==> config.mk <==
export PLATFORM = sky130hd
export DESIGN_NAME = rlc_top
export DESIGN_NICKNAME = d
export VERILOG_FILES = /design/src/pkg/rlc_pkg.sv /design/src/verilog/rlc_top.sv
export VERILOG_INCLUDE_DIRS = /design/src /design/src/pkg
export SDC_FILE = /design/constraint.sdc
export NUM_CORES = 1
export LEC_CHECK = 0
export BUFFER_PORTS_ARGS = -buffer_cell sky130_fd_sc_hd__buf_2
export CORE_MARGIN = 3
export CORE_UTILIZATION = 45
export CTS_CLUSTER_DIAMETER = 200
export DETAILED_ROUTE_END_ITERATION = 8
export PLACE_DENSITY_LB_ADDON = 0.05
export SYNTH_ARGS = -nofsm -noshare
export SYNTH_HDL_FRONTEND = slang
export SYNTH_SLANG_ARGS = --single-unit
export TNS_END_PERCENT = 30
==> constraint.sdc <==
create_clock -name CLK_SYS_I -period 4.04 [get_ports CLK_SYS_I]
set_clock_uncertainty 0.2 [all_clocks]
set_input_delay 0.606 -clock CLK_SYS_I [delete_from_list [all_inputs] [get_ports CLK_SYS_I]]
set_output_delay 0.606 -clock CLK_SYS_I [all_outputs]
set_load 0.005 [all_outputs]
==> src/pkg/rlc_params.svh <==
// Purpose: Offsets, bit positions and reset values of the line-code monitor.
// Assumes: Registers stand at their printed byte offsets on a 16-bit port.
// Notes: Definitions only.
`ifndef RLC_PARAMS_SVH
`define RLC_PARAMS_SVH
`define RLC_ADDR_CTRL    8'h90
`define RLC_ADDR_LIVE    8'h94
`define RLC_ADDR_LATCHED 8'h96
`define RLC_ADDR_IRQEN   8'h98
`define RLC_ADDR_VCNT    8'h9C
`define RLC_ADDR_ZCNT    8'h9E
`define RLC_BIT_LOSS     0
`define RLC_BIT_VNZ      1
`define RLC_BIT_VEVT     2
`define RLC_BIT_ZNZ      3
`define RLC_BIT_ZEVT     4
`define RLC_BIT_SIG      5
`define RLC_FLAG_W       6
`define RLC_CTRL_ZSD     0
`define RLC_CTRL_E3      3
`define RLC_FLAGS_RST    6'h00
`define RLC_DATA_ZERO    16'h0000
`define RLC_CNT_W        16
`endif

==> src/pkg/rlc_pkg.sv <==
// Purpose: Types shared by the line-code monitor and its bench.
// Assumes: Nothing beyond the params header.
// Notes: Structs carry the bus request and the decoder strobes.
package rlc_pkg;
   typedef struct packed
   {
      logic [7:0]  addr;  // Byte offset.
      logic [15:0] wdata; // Write data.
      logic        wr;    // Write strobe.
      logic        rd;    // Read strobe.
   } rlc_bus_req_t;
   typedef struct packed
   {
      logic code_sig; // Substitution signature recognised.
      logic excess_zero_tally;      // Excessive-zero event.
      logic violation_tally;      // Bipolar violation.
      logic bpv_pos;  // Polarity of that violation, 1 = positive.
   } rlc_evt_t;
endpackage

==> src/verilog/rlc_top.sv <==
// Purpose: Receive line-code status, latched flags, interrupt and counters.
// Assumes: All inputs come from logic on CLK_SYS_I, so none is synchronised.
// Notes: Read data stands in the cycle after the read strobe and only then.
//
// Contract
// - Live bit 3 is one while the excess-zero count is nonzero.
// - Live bit 1 is one while the violation count is nonzero.
// - Live bit 0 is one while the line is in signal loss.
// - Latched bit 5 sets on each recognised substitution signature.
// - Latched bit 4 sets on each excessive-zero event.
// - Latched bit 3 sets only when live bit 3 rises.
// - Latched bit 2 sets on a violation, or E3 coding violation when chosen.
// - Latched bit 1 sets only when live bit 1 rises.
// - Latched bit 0 sets on every change of live bit 0.
// - With suppression decoding off, signal loss is held cleared.
// - Interrupt needs enable bit, its flag and the port enable all set.
// - After reset enables and both counters read zero.
// - A 16-bit register shows the violation count.
// - A 16-bit register shows the excess-zero count.
// - Count registers change only on the update pulse.
// - E3 select counts same-polarity violation pairs, ignored in B3ZS mode.
// - Suppression disable skips signature decoding, AMI only.
//
// Local design decision: the strobed register port.
`timescale 1ns/1ps
`include "rlc_params.svh"

module rlc_top
#(
   parameter int CNT_W = `RLC_CNT_W
)
(
   input  wire logic                  CLK_SYS_I,        // System clock, 50 MHz.
   input  wire logic                  RESETN_I,         // Asynchronous reset, low.
   input  wire rlc_pkg::rlc_bus_req_t BUS_I,            // Register request.
   output logic [15:0]                RD_DATA_O,        // Read data, one cycle later.
   input  wire rlc_pkg::rlc_evt_t     EVT_I,            // Decoder event strobes.
   input  wire logic                  SIG_LOSS_I,       // Raw signal-loss level.
   input  wire logic                  HDB3_MODE_I,      // 1 = HDB3 (E3), 0 = B3ZS.
   input  wire logic                  PERF_MON_UPDATE_I, // Count update pulse.
   input  wire logic                  PORT_IRQ_EN_I,    // Port status irq enable.
   output logic                       IRQ_O             // Level interrupt.
);

   // A count wider than the 16-bit read word could not be shown whole.
   if (CNT_W < 1 || CNT_W > `RLC_CNT_W)
   begin : g_cnt_w_check
      $error("CNT_W must lie between 1 and 16");
   end

   localparam logic [CNT_W-1:0] CNT_MAX = '1;

   logic                  zsd_disable;
   logic                  e3_select;
   logic [`RLC_FLAG_W-1:0] latched;
   logic [`RLC_FLAG_W-1:0] irq_en;
   logic                  signal_loss;
   logic [CNT_W-1:0]      v_acc;
   logic [CNT_W-1:0]      z_acc;
   logic [CNT_W-1:0]      v_cnt;
   logic [CNT_W-1:0]      z_cnt;
   logic                  prev_bpv_valid;
   logic                  prev_bpv_pos;

   logic                  wr_ctrl;
   logic                  wr_latched;
   logic                  wr_irqen;
   logic                  next_loss;
   logic                  line_coding_violation;
   logic                  viol_evt;
   logic                  sig_evt;
   logic [CNT_W-1:0]      next_v_cnt;
   logic [CNT_W-1:0]      next_z_cnt;
   logic                  v_nz;
   logic                  z_nz;
   logic [`RLC_FLAG_W-1:0] set_flags;
   logic [`RLC_FLAG_W-1:0] clr_flags;
   logic [15:0]           live_word;
   logic [15:0]           next_rd_data;

   assign wr_ctrl    = BUS_I.wr && (BUS_I.addr == `RLC_ADDR_CTRL);
   assign wr_latched = BUS_I.wr && (BUS_I.addr == `RLC_ADDR_LATCHED);
   assign wr_irqen   = BUS_I.wr && (BUS_I.addr == `RLC_ADDR_IRQEN);

   // Decoder control bits.
   always_ff @(posedge CLK_SYS_I or negedge RESETN_I)
   begin
      if (!RESETN_I)
      begin
         zsd_disable <= 1'b0;
         e3_select   <= 1'b0;
      end
      else if (wr_ctrl)
      begin
         zsd_disable <= BUS_I.wdata[`RLC_CTRL_ZSD];
         e3_select   <= BUS_I.wdata[`RLC_CTRL_E3];
      end
   end

   // Interrupt enables.
   always_ff @(posedge CLK_SYS_I or negedge RESETN_I)
   begin
      if (!RESETN_I)
      begin
         irq_en <= `RLC_FLAGS_RST;
      end
      else if (wr_irqen)
      begin
         irq_en <= BUS_I.wdata[`RLC_FLAG_W-1:0];
      end
   end

   // Loss detection is forced off while only AMI decoding runs.
   assign next_loss = zsd_disable ? 1'b0 : SIG_LOSS_I;

   always_ff @(posedge CLK_SYS_I or negedge RESETN_I)
   begin
      if (!RESETN_I)
      begin
         signal_loss <= 1'b0;
      end
      else
      begin
         signal_loss <= next_loss;
      end
   end

   // Polarity of the last violation, for same-polarity pairs.
   always_ff @(posedge CLK_SYS_I or negedge RESETN_I)
   begin
      if (!RESETN_I)
      begin
         prev_bpv_valid <= 1'b0;
         prev_bpv_pos   <= 1'b0;
      end
      else if (EVT_I.violation_tally)
      begin
         prev_bpv_valid <= 1'b1;
         prev_bpv_pos   <= EVT_I.bpv_pos;
      end
   end

   assign line_coding_violation = EVT_I.violation_tally && prev_bpv_valid && (EVT_I.bpv_pos == prev_bpv_pos);

   // The E3 choice only counts in HDB3 mode.
   assign viol_evt = (e3_select && HDB3_MODE_I) ? line_coding_violation : EVT_I.violation_tally;

   // No signature decoding takes place while suppression is disabled.
   assign sig_evt = EVT_I.code_sig && !zsd_disable;

   // Accumulators restart on update; an event in that cycle counts as one.
   always_ff @(posedge CLK_SYS_I or negedge RESETN_I)
   begin
      if (!RESETN_I)
      begin
         v_acc <= '0;
      end
      else if (PERF_MON_UPDATE_I)
      begin
         v_acc <= CNT_W'(viol_evt);
      end
      else if (viol_evt && v_acc != CNT_MAX)
      begin
         v_acc <= v_acc + CNT_W'(1);
      end
   end

   always_ff @(posedge CLK_SYS_I or negedge RESETN_I)
   begin
      if (!RESETN_I)
      begin
         z_acc <= '0;
      end
      else if (PERF_MON_UPDATE_I)
      begin
         z_acc <= CNT_W'(EVT_I.excess_zero_tally);
      end
      else if (EVT_I.excess_zero_tally && z_acc != CNT_MAX)
      begin
         z_acc <= z_acc + CNT_W'(1);
      end
   end

   assign next_v_cnt = PERF_MON_UPDATE_I ? v_acc : v_cnt;
   assign next_z_cnt = PERF_MON_UPDATE_I ? z_acc : z_cnt;

   always_ff @(posedge CLK_SYS_I or negedge RESETN_I)
   begin
      if (!RESETN_I)
      begin
         v_cnt <= '0;
         z_cnt <= '0;
      end
      else
      begin
         v_cnt <= next_v_cnt;
         z_cnt <= next_z_cnt;
      end
   end

   assign v_nz = (v_cnt != '0);
   assign z_nz = (z_cnt != '0);

   // Flag set terms, each on the cycle its cause appears.
   always_comb
   begin
      set_flags                = `RLC_FLAGS_RST;
      set_flags[`RLC_BIT_SIG]  = sig_evt;
      set_flags[`RLC_BIT_ZEVT] = EVT_I.excess_zero_tally;
      set_flags[`RLC_BIT_ZNZ]  = (next_z_cnt != '0) && !z_nz;
      set_flags[`RLC_BIT_VEVT] = viol_evt;
      set_flags[`RLC_BIT_VNZ]  = (next_v_cnt != '0) && !v_nz;
      set_flags[`RLC_BIT_LOSS] = (next_loss != signal_loss);
   end

   assign clr_flags = wr_latched ? BUS_I.wdata[`RLC_FLAG_W-1:0] : `RLC_FLAGS_RST;

   always_ff @(posedge CLK_SYS_I or negedge RESETN_I)
   begin
      if (!RESETN_I)
      begin
         latched <= `RLC_FLAGS_RST;
      end
      else
      begin
         latched <= (latched & ~clr_flags) | set_flags;
      end
   end

   always_ff @(posedge CLK_SYS_I or negedge RESETN_I)
   begin
      if (!RESETN_I)
      begin
         IRQ_O <= 1'b0;
      end
      else
      begin
         IRQ_O <= PORT_IRQ_EN_I && ((latched & irq_en) != `RLC_FLAGS_RST);
      end
   end

   always_comb
   begin
      live_word                = `RLC_DATA_ZERO;
      live_word[`RLC_BIT_ZNZ]  = z_nz;
      live_word[`RLC_BIT_VNZ]  = v_nz;
      live_word[`RLC_BIT_LOSS] = signal_loss;
   end

   // Unmapped offsets and idle cycles read as zero.
   always_comb
   begin
      next_rd_data = `RLC_DATA_ZERO;
      if (BUS_I.rd)
      begin
         unique case (BUS_I.addr)
            `RLC_ADDR_CTRL:
            begin
               next_rd_data[`RLC_CTRL_ZSD] = zsd_disable;
               next_rd_data[`RLC_CTRL_E3]  = e3_select;
            end
            `RLC_ADDR_LIVE:    next_rd_data = live_word;
            `RLC_ADDR_LATCHED: next_rd_data[`RLC_FLAG_W-1:0] = latched;
            `RLC_ADDR_IRQEN:   next_rd_data[`RLC_FLAG_W-1:0] = irq_en;
            `RLC_ADDR_VCNT:    next_rd_data = 16'(v_cnt);
            `RLC_ADDR_ZCNT:    next_rd_data = 16'(z_cnt);
            default:           next_rd_data = `RLC_DATA_ZERO;
         endcase
      end
   end

   always_ff @(posedge CLK_SYS_I or negedge RESETN_I)
   begin
      if (!RESETN_I)
      begin
         RD_DATA_O <= `RLC_DATA_ZERO;
      end
      else
      begin
         RD_DATA_O <= next_rd_data;
      end
   end
endmodule // rlc_top
Word level (Yosys, flattened, before mapping)
Index checks and enable logic that the tools add are counted.
Widths: inputs -> output; s select.
{ "word_totals": {"out_inout_bits": 17, "wordCells": 66, "reg_bits": 98} }
{ "op_classes": {"bitwise_logic": 4, "n_reduce_logical": 22, "n_mux": 15, "addsub": 2, "eq_ne": 10} }
{ "ops": {"columns": ["operator", "n"], "rows": [
  ["$mux 16", 7],
  ["$reduce_bool 16->1", 4],
  ["$eq 8x8->1 const B", 6],
  ["$add 16x1->16 const B", 2],
  ["$ne 16x16->1 const B", 2],
  ["$pmux 10 s2", 1],
  ["$and 6x6->6", 2],
  ["$logic_and 1x1->1", 12],
  ["$pmux 1 s6", 2],
  ["$pmux 2 s5", 1],
  ["$pmux 2 s4", 1],
  ["$mux 6", 1],
  ["$not 6->6", 1],
  ["$or 6x6->6", 1],
  ["$reduce_bool 6->1", 1],
  ["$reduce_bool 2->1", 2],
  ["$logic_not 1->1", 3],
  ["$mux 1", 2],
  ["$eq 1x1->1", 1],
  ["$ne 1x1->1", 1]
]} }

Depth between registers and ports, before layout
Gate-level depths: netlist of run 1.
{ "depth": {"depth_word": 6, "depth_mapped": 6, "depth_no_buf": 5} }

Worst setup path after synthesis of run 1
OpenSTA, ideal clock, no wires.
{ "synth_path": {"kind": "input port to flip-flop", "start": "in EVT_I[0] in the netlist's numbering", "end": "reg v_acc[13]", "setup_time_ns": 0.125, "required_ns": 3.715, "cell_stages": 5, "path_buffers": 1, "setup_slack_ns": 1.990, "arrival_ns": 1.725, "path_cell_list": "xnor2_1 a31oi_1 buf_6 nor4_1 mux2_2"} }
{ "synth_between": {"elab_chain_cells": 5} }
{ "synth_lines": {"columns": ["item", "line", "text"], "rows": [
  ["start: declaration", "rlc_top.sv:37", "input wire rlc_pkg::rlc_evt_t EVT_I,"],
  ["$eq 1x1->1", "rlc_top.sv:143", "assign line_coding_violation = EVT_I.violation_tally && prev_bpv_valid && (EVT_I.bpv_pos == prev_bpv_pos);"],
  ["$logic_and 1x1->1", "rlc_top.sv:143", null],
  ["$mux 1", "rlc_top.sv:146", "assign viol_evt = (e3_select && HDB3_MODE_I) ? line_coding_violation : EVT_I.violation_tally;"],
  ["$logic_and 1x1->1", "rlc_top.sv:162", "else if (viol_evt && v_acc != CNT_MAX)"],
  ["$reduce_bool 2->1 (no line)", null, null],
  ["end signal: assignment", "rlc_top.sv:160", "v_acc <= CNT_W'(viol_evt);"],
  ["end signal: assignment", "rlc_top.sv:164", "v_acc <= v_acc + CNT_W'(1);"],
  ["end: declaration", "rlc_top.sv:58", "logic [CNT_W-1:0] v_acc;"]
]} }
No other way between the ends.
A chain may end at the register's enable or synchronous reset.

Final worst setup path of run 1
{ "layout_path": {"start": "reg v_acc[0]", "end": "reg v_acc[6]"} }
{ "layout_between": {"elab_chain_cells": 3, "word_cells_on_any_way": 6, "classes_between": "add/sub: 1; eq/ne: 1; mux: 2; reduce/logical: 2"} }
{ "layout_lines": {"columns": ["item", "line"], "rows": [
  ["$add 16x1->16 / $ne 16x16->1 (equally long branches)", "rlc_top.sv:164, rlc_top.sv:162"],
  ["$mux 16 / $logic_and 1x1->1 (equally long branches)", "rlc_top.sv:162"],
  ["$mux 16 / $reduce_bool 2->1 (equally long branches)", null]
]} }
Parallel ways exist; a longest one is shown, timed or not. The select of a mux whose other input is x is not followed.

==> results.cfg, run 1 <==
[sta]
maxSlewHeadroom_pct = 36.2
period_needed_ps = 2520
setup_viol = 0
tightest_slew_ps = 948
drv_slew = 0
fin_tns_setup_ps = 0
finalCritPeriodShare_pct = 62.4
grt_setup_unrepaired = false
fmax_mhz = 397
final_hold_viol_count = 0

[synth]
synth_area_per_cell_um2 = 11.0
synth_top_area_share_pct = 49.2
syn-cell-area_um2 = 4980
muxShareOfSynthArea_pct = 13.8
ys_ff_latch = 98
syn-num-nets = 492
yosys.area_share.adder_pct = 0.503
netlist_instances = 454
synth_edf_count = 0
yosys.area_share.xor_xnor_pct = 0.352
ys_seq_area_share_pct = 49.2
async_reset_ff_share_pct = 100
yosysTopAreaCell = dfrtp_1
yosys.area_share.simple_pct = 21.5
ys.flop_type = dfrtp_1
ys_warn_count = 0
synth_cell_type_count = 56
synth_compound_area_share_pct = 11.7
synth_top_family_by_area = simple AND/OR/NAND/NOR gates
synth_area_leaders = dfrtp_1 49%, mux2_2 11%, nor2b_1 2.8%

[place]
placed_area_um2 = 5300
gp_congestion = 0.863
hpwl_um = 8450
io_buffer_count = 42

[detailed_routing]
dr_total_vias = 3780
dr.first_iter.drc_count = 224
ant_nets = 0
drc = 0
vias_per_cell = 5.98
drt-pass1-iter-count = 4
wire_per_inst_um = 18.4
drt_wl_total_um = 11600

[critical_path]
start_kind = register
crit_chain = ha_1, nand3_2, nor4_2, nor2_1, a311oi_1
worst_ep_arrival_time_ps = 2580
cp_slowest_cell = nor4_2
critPathMaxFanout = 12
worst_ep_required_time_ps = 4100
reg2reg_slack_ps = 1520
cp-end-kind = register
worstSetupPathType = reg -> reg
slowest_delay_ps = 880

[clock_tree]
cts_made_buffers = 9
postCtsResizedCells = 0
htreeDepth = 3
post-cts-setup-buffers = 0
cts_tree = yes
cts_root_buf = clkbuf_8
hold_buffers = 1
clkTransAtPathRegs_ps = 100
cts_buffer_depth = 2
cts_sinks = 98
clk_latency_ps = 360

[global_route]
grt_pass1_vias = 3721
antenna_found_initial = 0
gr-total-overflow = 0
grt_first_pass_wirelength_um = 19400
grt_max_degree = 42
grt.total_usage_pct = 19.5

[pwr]
power_density_nw_per_um2 = 337
irDropWorstVdd_mv = 0.160
p_leak_nw = 2.40

[floorplanning]
start_util_pct = 47.2
ioPinCount = 53
num_rows = 37
dieArea_um2 = 12400
dieHeight_um = 111
die_width_um = 111
core_area_um2 = 10600

[run_status]
run_status = finished clean

[finish]
area_growth_pct = 10.8
fin_area_um2 = 5520
layout.nets = 529
antenna_cells = 0
mostFrequentLayoutCells = 98 x dfrtp_1, 47 x mux2_2, 41 x buf_2
final_common_cell = dfrtp_1
drive_gt1_share_pct = 25.4

[flow_run]
cap_violations = 0

[min_path]
hold_class = in -> reg
## critical path, delay by kind of cell, from the launching register on
| family | cells | cell delay (ps) |
|---|---|---|
| and+or+nand+nor | 3 | 1190 |
| DFF | 1 | 480 |
| AOI/OAI and AO/OA | 1 | 310 |
| adders and majority gates | 1 | 250 |
## cell usage after synthesis (all sizes together), types with 2 or more instances
library cell  instances
a211oi                2
a21o                  3
a21oi                22
a22oi                16
a311oi                2
a31oi                 5
and2                  5
and3                  4
and4                  4
buf                  12
clkbuf               11
dfrtp                98
ha                    2
inv                   9
mux2                 51
mux2i                 9
nand2                21
nand2b                4
nand3                17
nand4                16
nor2                 23
nor2b                22
nor3                 14
nor4                 22
o21ai                 4
o2bb2ai               6
o31a                  2
o31ai                13
o41ai                 2
or3                   3
or4                  15
## logic make-up after synthesis
group | count (synthesis)
AO/OA/AOI/OAI | 84
XOR/XNOR | 2
adder cells (fa/ha/maj) | 2
buffers and inverters | 32
flip-flops | 98
multiplexers | 61
AND/OR/NAND/NOR | 175
## layer usage
layer	routed length [um]	vias up	part of all wire, %	global-route usage (%)
met1	5630	1879	49	28.7
met5	0	-	0	0
met2	5290	86	46	29.6
li1	-	1805	-	-
met3	525	10	4.5	3.38
met4	160	0	1.4	5.43
## area by class of cell
class / instances / area [um2]
Sequential cell: 98 / 2450
Inverter: 9 / 33.8
Clock inverter: 6 / 72.6
Clock buffer: 10 / 138
Multi-Input combinational cell: 324 / 2380
Tap cell: 136 / 170
Timing Repair Buffer: 49 / 268
Fill cell: 980 / 5040
## state kept, by name (all words and copies together) (netlist names)
| name | flops |
|---|---|
| IRQ_O | 1 |
| RD_DATA_O | 16 |
| e3_select | 1 |
| irq_en | 6 |
| latched | 6 |
| prev_bpv_pos | 1 |
| prev_bpv_valid | 1 |
| signal_loss | 1 |
| v_acc | 16 |
| v_cnt | 16 |
| z_acc | 16 |
| z_cnt | 16 |
| zsd_disable | 1 |
## stage by stage
step | setup WS (ps) | total power, mW | std cells | hold WS [ps] | util [%]
detailed placement | 1560 | 1.22 | 615 | 292 | 50.2
global route | 1240 | 1.94 | 632 | 267 | 52.3
finish | 1520 | 1.86 | 632 | 265 | 52.3
CTS | 1530 | 1.88 | 632 | 250 | 52.3
global placement | 1600 | 1.21 | 615 | 291 | 50.2
floorplan | 1990 | 1.15 | 454 | 110 | -
## worst paths after layout
check / start / cells after the start / to
worst max-delay path: v_acc[0] / 5 / v_acc[6]
worst min-delay path: PORT_IRQ_EN_I / 3 / IRQ_O
worst max register to register: v_acc[0] / 5 / v_acc[6]
worst min register to register: prev_bpv_valid / 1 / prev_bpv_valid
max in group asynchronous: RESETN_I / 3 / v_cnt[15]
min in group asynchronous: RESETN_I / 2 / latched[0]
## where the power goes
group          total, mW  leakage (nW)  switching [mW]  internal (mW)
Combinational      0.165         0.979          0.0955         0.0697
Sequential          1.03          1.31          0.0294           1.00
Clock              0.662         0.103           0.352          0.310
(Power assumes the default switching activity.)
==> run 2, diff against run 1 <==
==> constraint.sdc (replaced) <==
create_clock -name CLK_SYS_I -period 2.2 [get_ports CLK_SYS_I]
set_clock_uncertainty 0.2 [all_clocks]
set_input_delay 0.33 -clock CLK_SYS_I [delete_from_list [all_inputs] [get_ports CLK_SYS_I]]
set_output_delay 0.33 -clock CLK_SYS_I [all_outputs]
set_load 0.005 [all_outputs]
==> run 2 against run 1 <==
Global-route usage up 0.59 points. Sequential share of layout area down 2.6 points. Combinational power up 120%. Non-clock buffer count up 32. Critical endpoint is now v_acc[13]. Largest power group unchanged.
==> results.cfg, run 2 (synthesized netlist as in run 1, its figures left out) <==
[sta]
setup_ws_ps = 76.0
tightest_slew_ps = 681
fmax_mhz = 471
setup_viol = 0
period_needed_ps = 2120
finalCritPeriodShare_pct = 96.5
drv_slew = 0
fin_tns_setup_ps = 0
grt_setup_unrepaired = false
final_hold_viol_count = 0
maxSlewHeadroom_pct = 54.6

[global_route]
grt_max_degree = 40
grt_pass1_vias = 3875
grt_first_pass_wirelength_um = 20000
grt.total_usage_pct = 20.1
gr-total-overflow = 0
antenna_found_initial = 0

[clock_tree]
cts_sinks = 98
clkTransAtPathRegs_ps = 90
cts_buffer_depth = 2
postCtsResizedCells = 0
htreeDepth = 3
cts_tree = yes
cts_root_buf = clkbuf_8
clk_latency_ps = 360
cts_made_buffers = 9

[place]
gp_congestion = 0.901
io_buffer_count = 42
hpwl_um = 8730
detailedPlace.worstSlack_ps = 147
placed_area_um2 = 5560

[floorplanning]
start_util_pct = 47.2
ioPinCount = 53
num_rows = 37
dieHeight_um = 111
core_area_um2 = 10600
dieArea_um2 = 12400
die_width_um = 111

[detailed_routing]
vias_per_cell = 5.89
ant_nets = 0
drt-pass1-iter-count = 4
drc = 0
dr.first_iter.drc_count = 264
drt_wl_total_um = 11900
wire_per_inst_um = 18.0
dr_total_vias = 3912

[critical_path]
cp-end-kind = register
worst_ep_required_time_ps = 2260
critPathMaxFanout = 24
start_kind = input port
worstSetupPathType = in -> reg
worst_ep_arrival_time_ps = 2180

[finish]
area_growth_pct = 17.6
drive_gt1_share_pct = 28.6
final_common_cell = dfrtp_1
fin_area_um2 = 5860
antenna_cells = 0
layout.nets = 561
mostFrequentLayoutCells = 98 x dfrtp_1, 47 x mux2_2, 41 x buf_2

[pwr]
total_power_mw = 3.62
power_density_nw_per_um2 = 618
p_leak_nw = 2.59
irDropWorstVdd_mv = 0.345

[run_status]
run_status = finished clean

[min_path]
hold_class = in -> reg

[flow_run]
cap_violations = 0
==> run 2: cell count changes in the layout (fill, tap and decap cells not counted) <==
cell	previous run	this run
clkbuf_8	10	9
buf_4	7	29
dlygate4sd3_1	1	6
clkinv_4	2	0
inv_6	2	0
buf_12	0	5
clkinv_2	0	1
clkbuf_1	0	2
bufinv_16	1	3
==> run 2: repair_timing <==
item | CTS | global route
hold buffers | 6 | 0
setup buffers | 0 | 0
endpoints found under the hold margin | 32 | 0
==> run 2: through the flow <==
stage / cells / utilization [%] / hold slack (ps)
detailed placement: 642 / 52.7 / 97.1
CTS: 664 / 55.5 / 0.265
finish: 664 / 55.5 / 21.6
global route: 664 / 55.5 / 11.6
global placement: 642 / 52.7 / 90.8
floorplan: 454 / - / -166
==> run 2: report_power, final <==
part	total [mW]	internal, mW	switching, mW
Clock	1.37	0.755	0.618
Sequential	1.88	1.84	0.0407
Combinational	0.361	0.163	0.198
Total	3.62	2.76	0.857
==> run 2: layout make-up <==
class / count / area [um2]
Fill cell: 935 / 4700
Sequential cell: 98 / 2450
Multi-Input combinational cell: 324 / 2380
Timing Repair Buffer: 81 / 583
Tap cell: 136 / 170
Clock buffer: 11 / 131
Clock inverter: 5 / 103
Inverter: 9 / 33.8
==> run 2: worst max-delay path, cell delays in order <==
cell,delay [ps]
dlygate4sd3_1,520
buf_2,140
a21boi_2,180
a31oi_1,80
buf_12,180
nor4_1,360
mux2_2,370
==> run 2: final timing paths <==
check,startpoint,endpoint,slack [ps],depth (start not counted)
min,EVT_I[0],prev_bpv_pos,20,2
min in group asynchronous,RESETN_I,latched[5],240,2
max reg2reg,v_acc[4],v_acc[13],150,4
min reg2reg,prev_bpv_valid,prev_bpv_valid,310,1
max in group asynchronous,RESETN_I,v_acc[5],1030,3
max,EVT_I[1],v_acc[13],80,7
==> run 2: layer usage <==
metal / up-vias / GRT usage (%) / wire [um]
li1: 1863 / - / -
met1: 1947 / 29.3 / 5840
met2: 87 / 30.6 / 5400
met3: 15 / 3.28 / 512
met4: 0 / 6.24 / 200
met5: - / 0 / 0
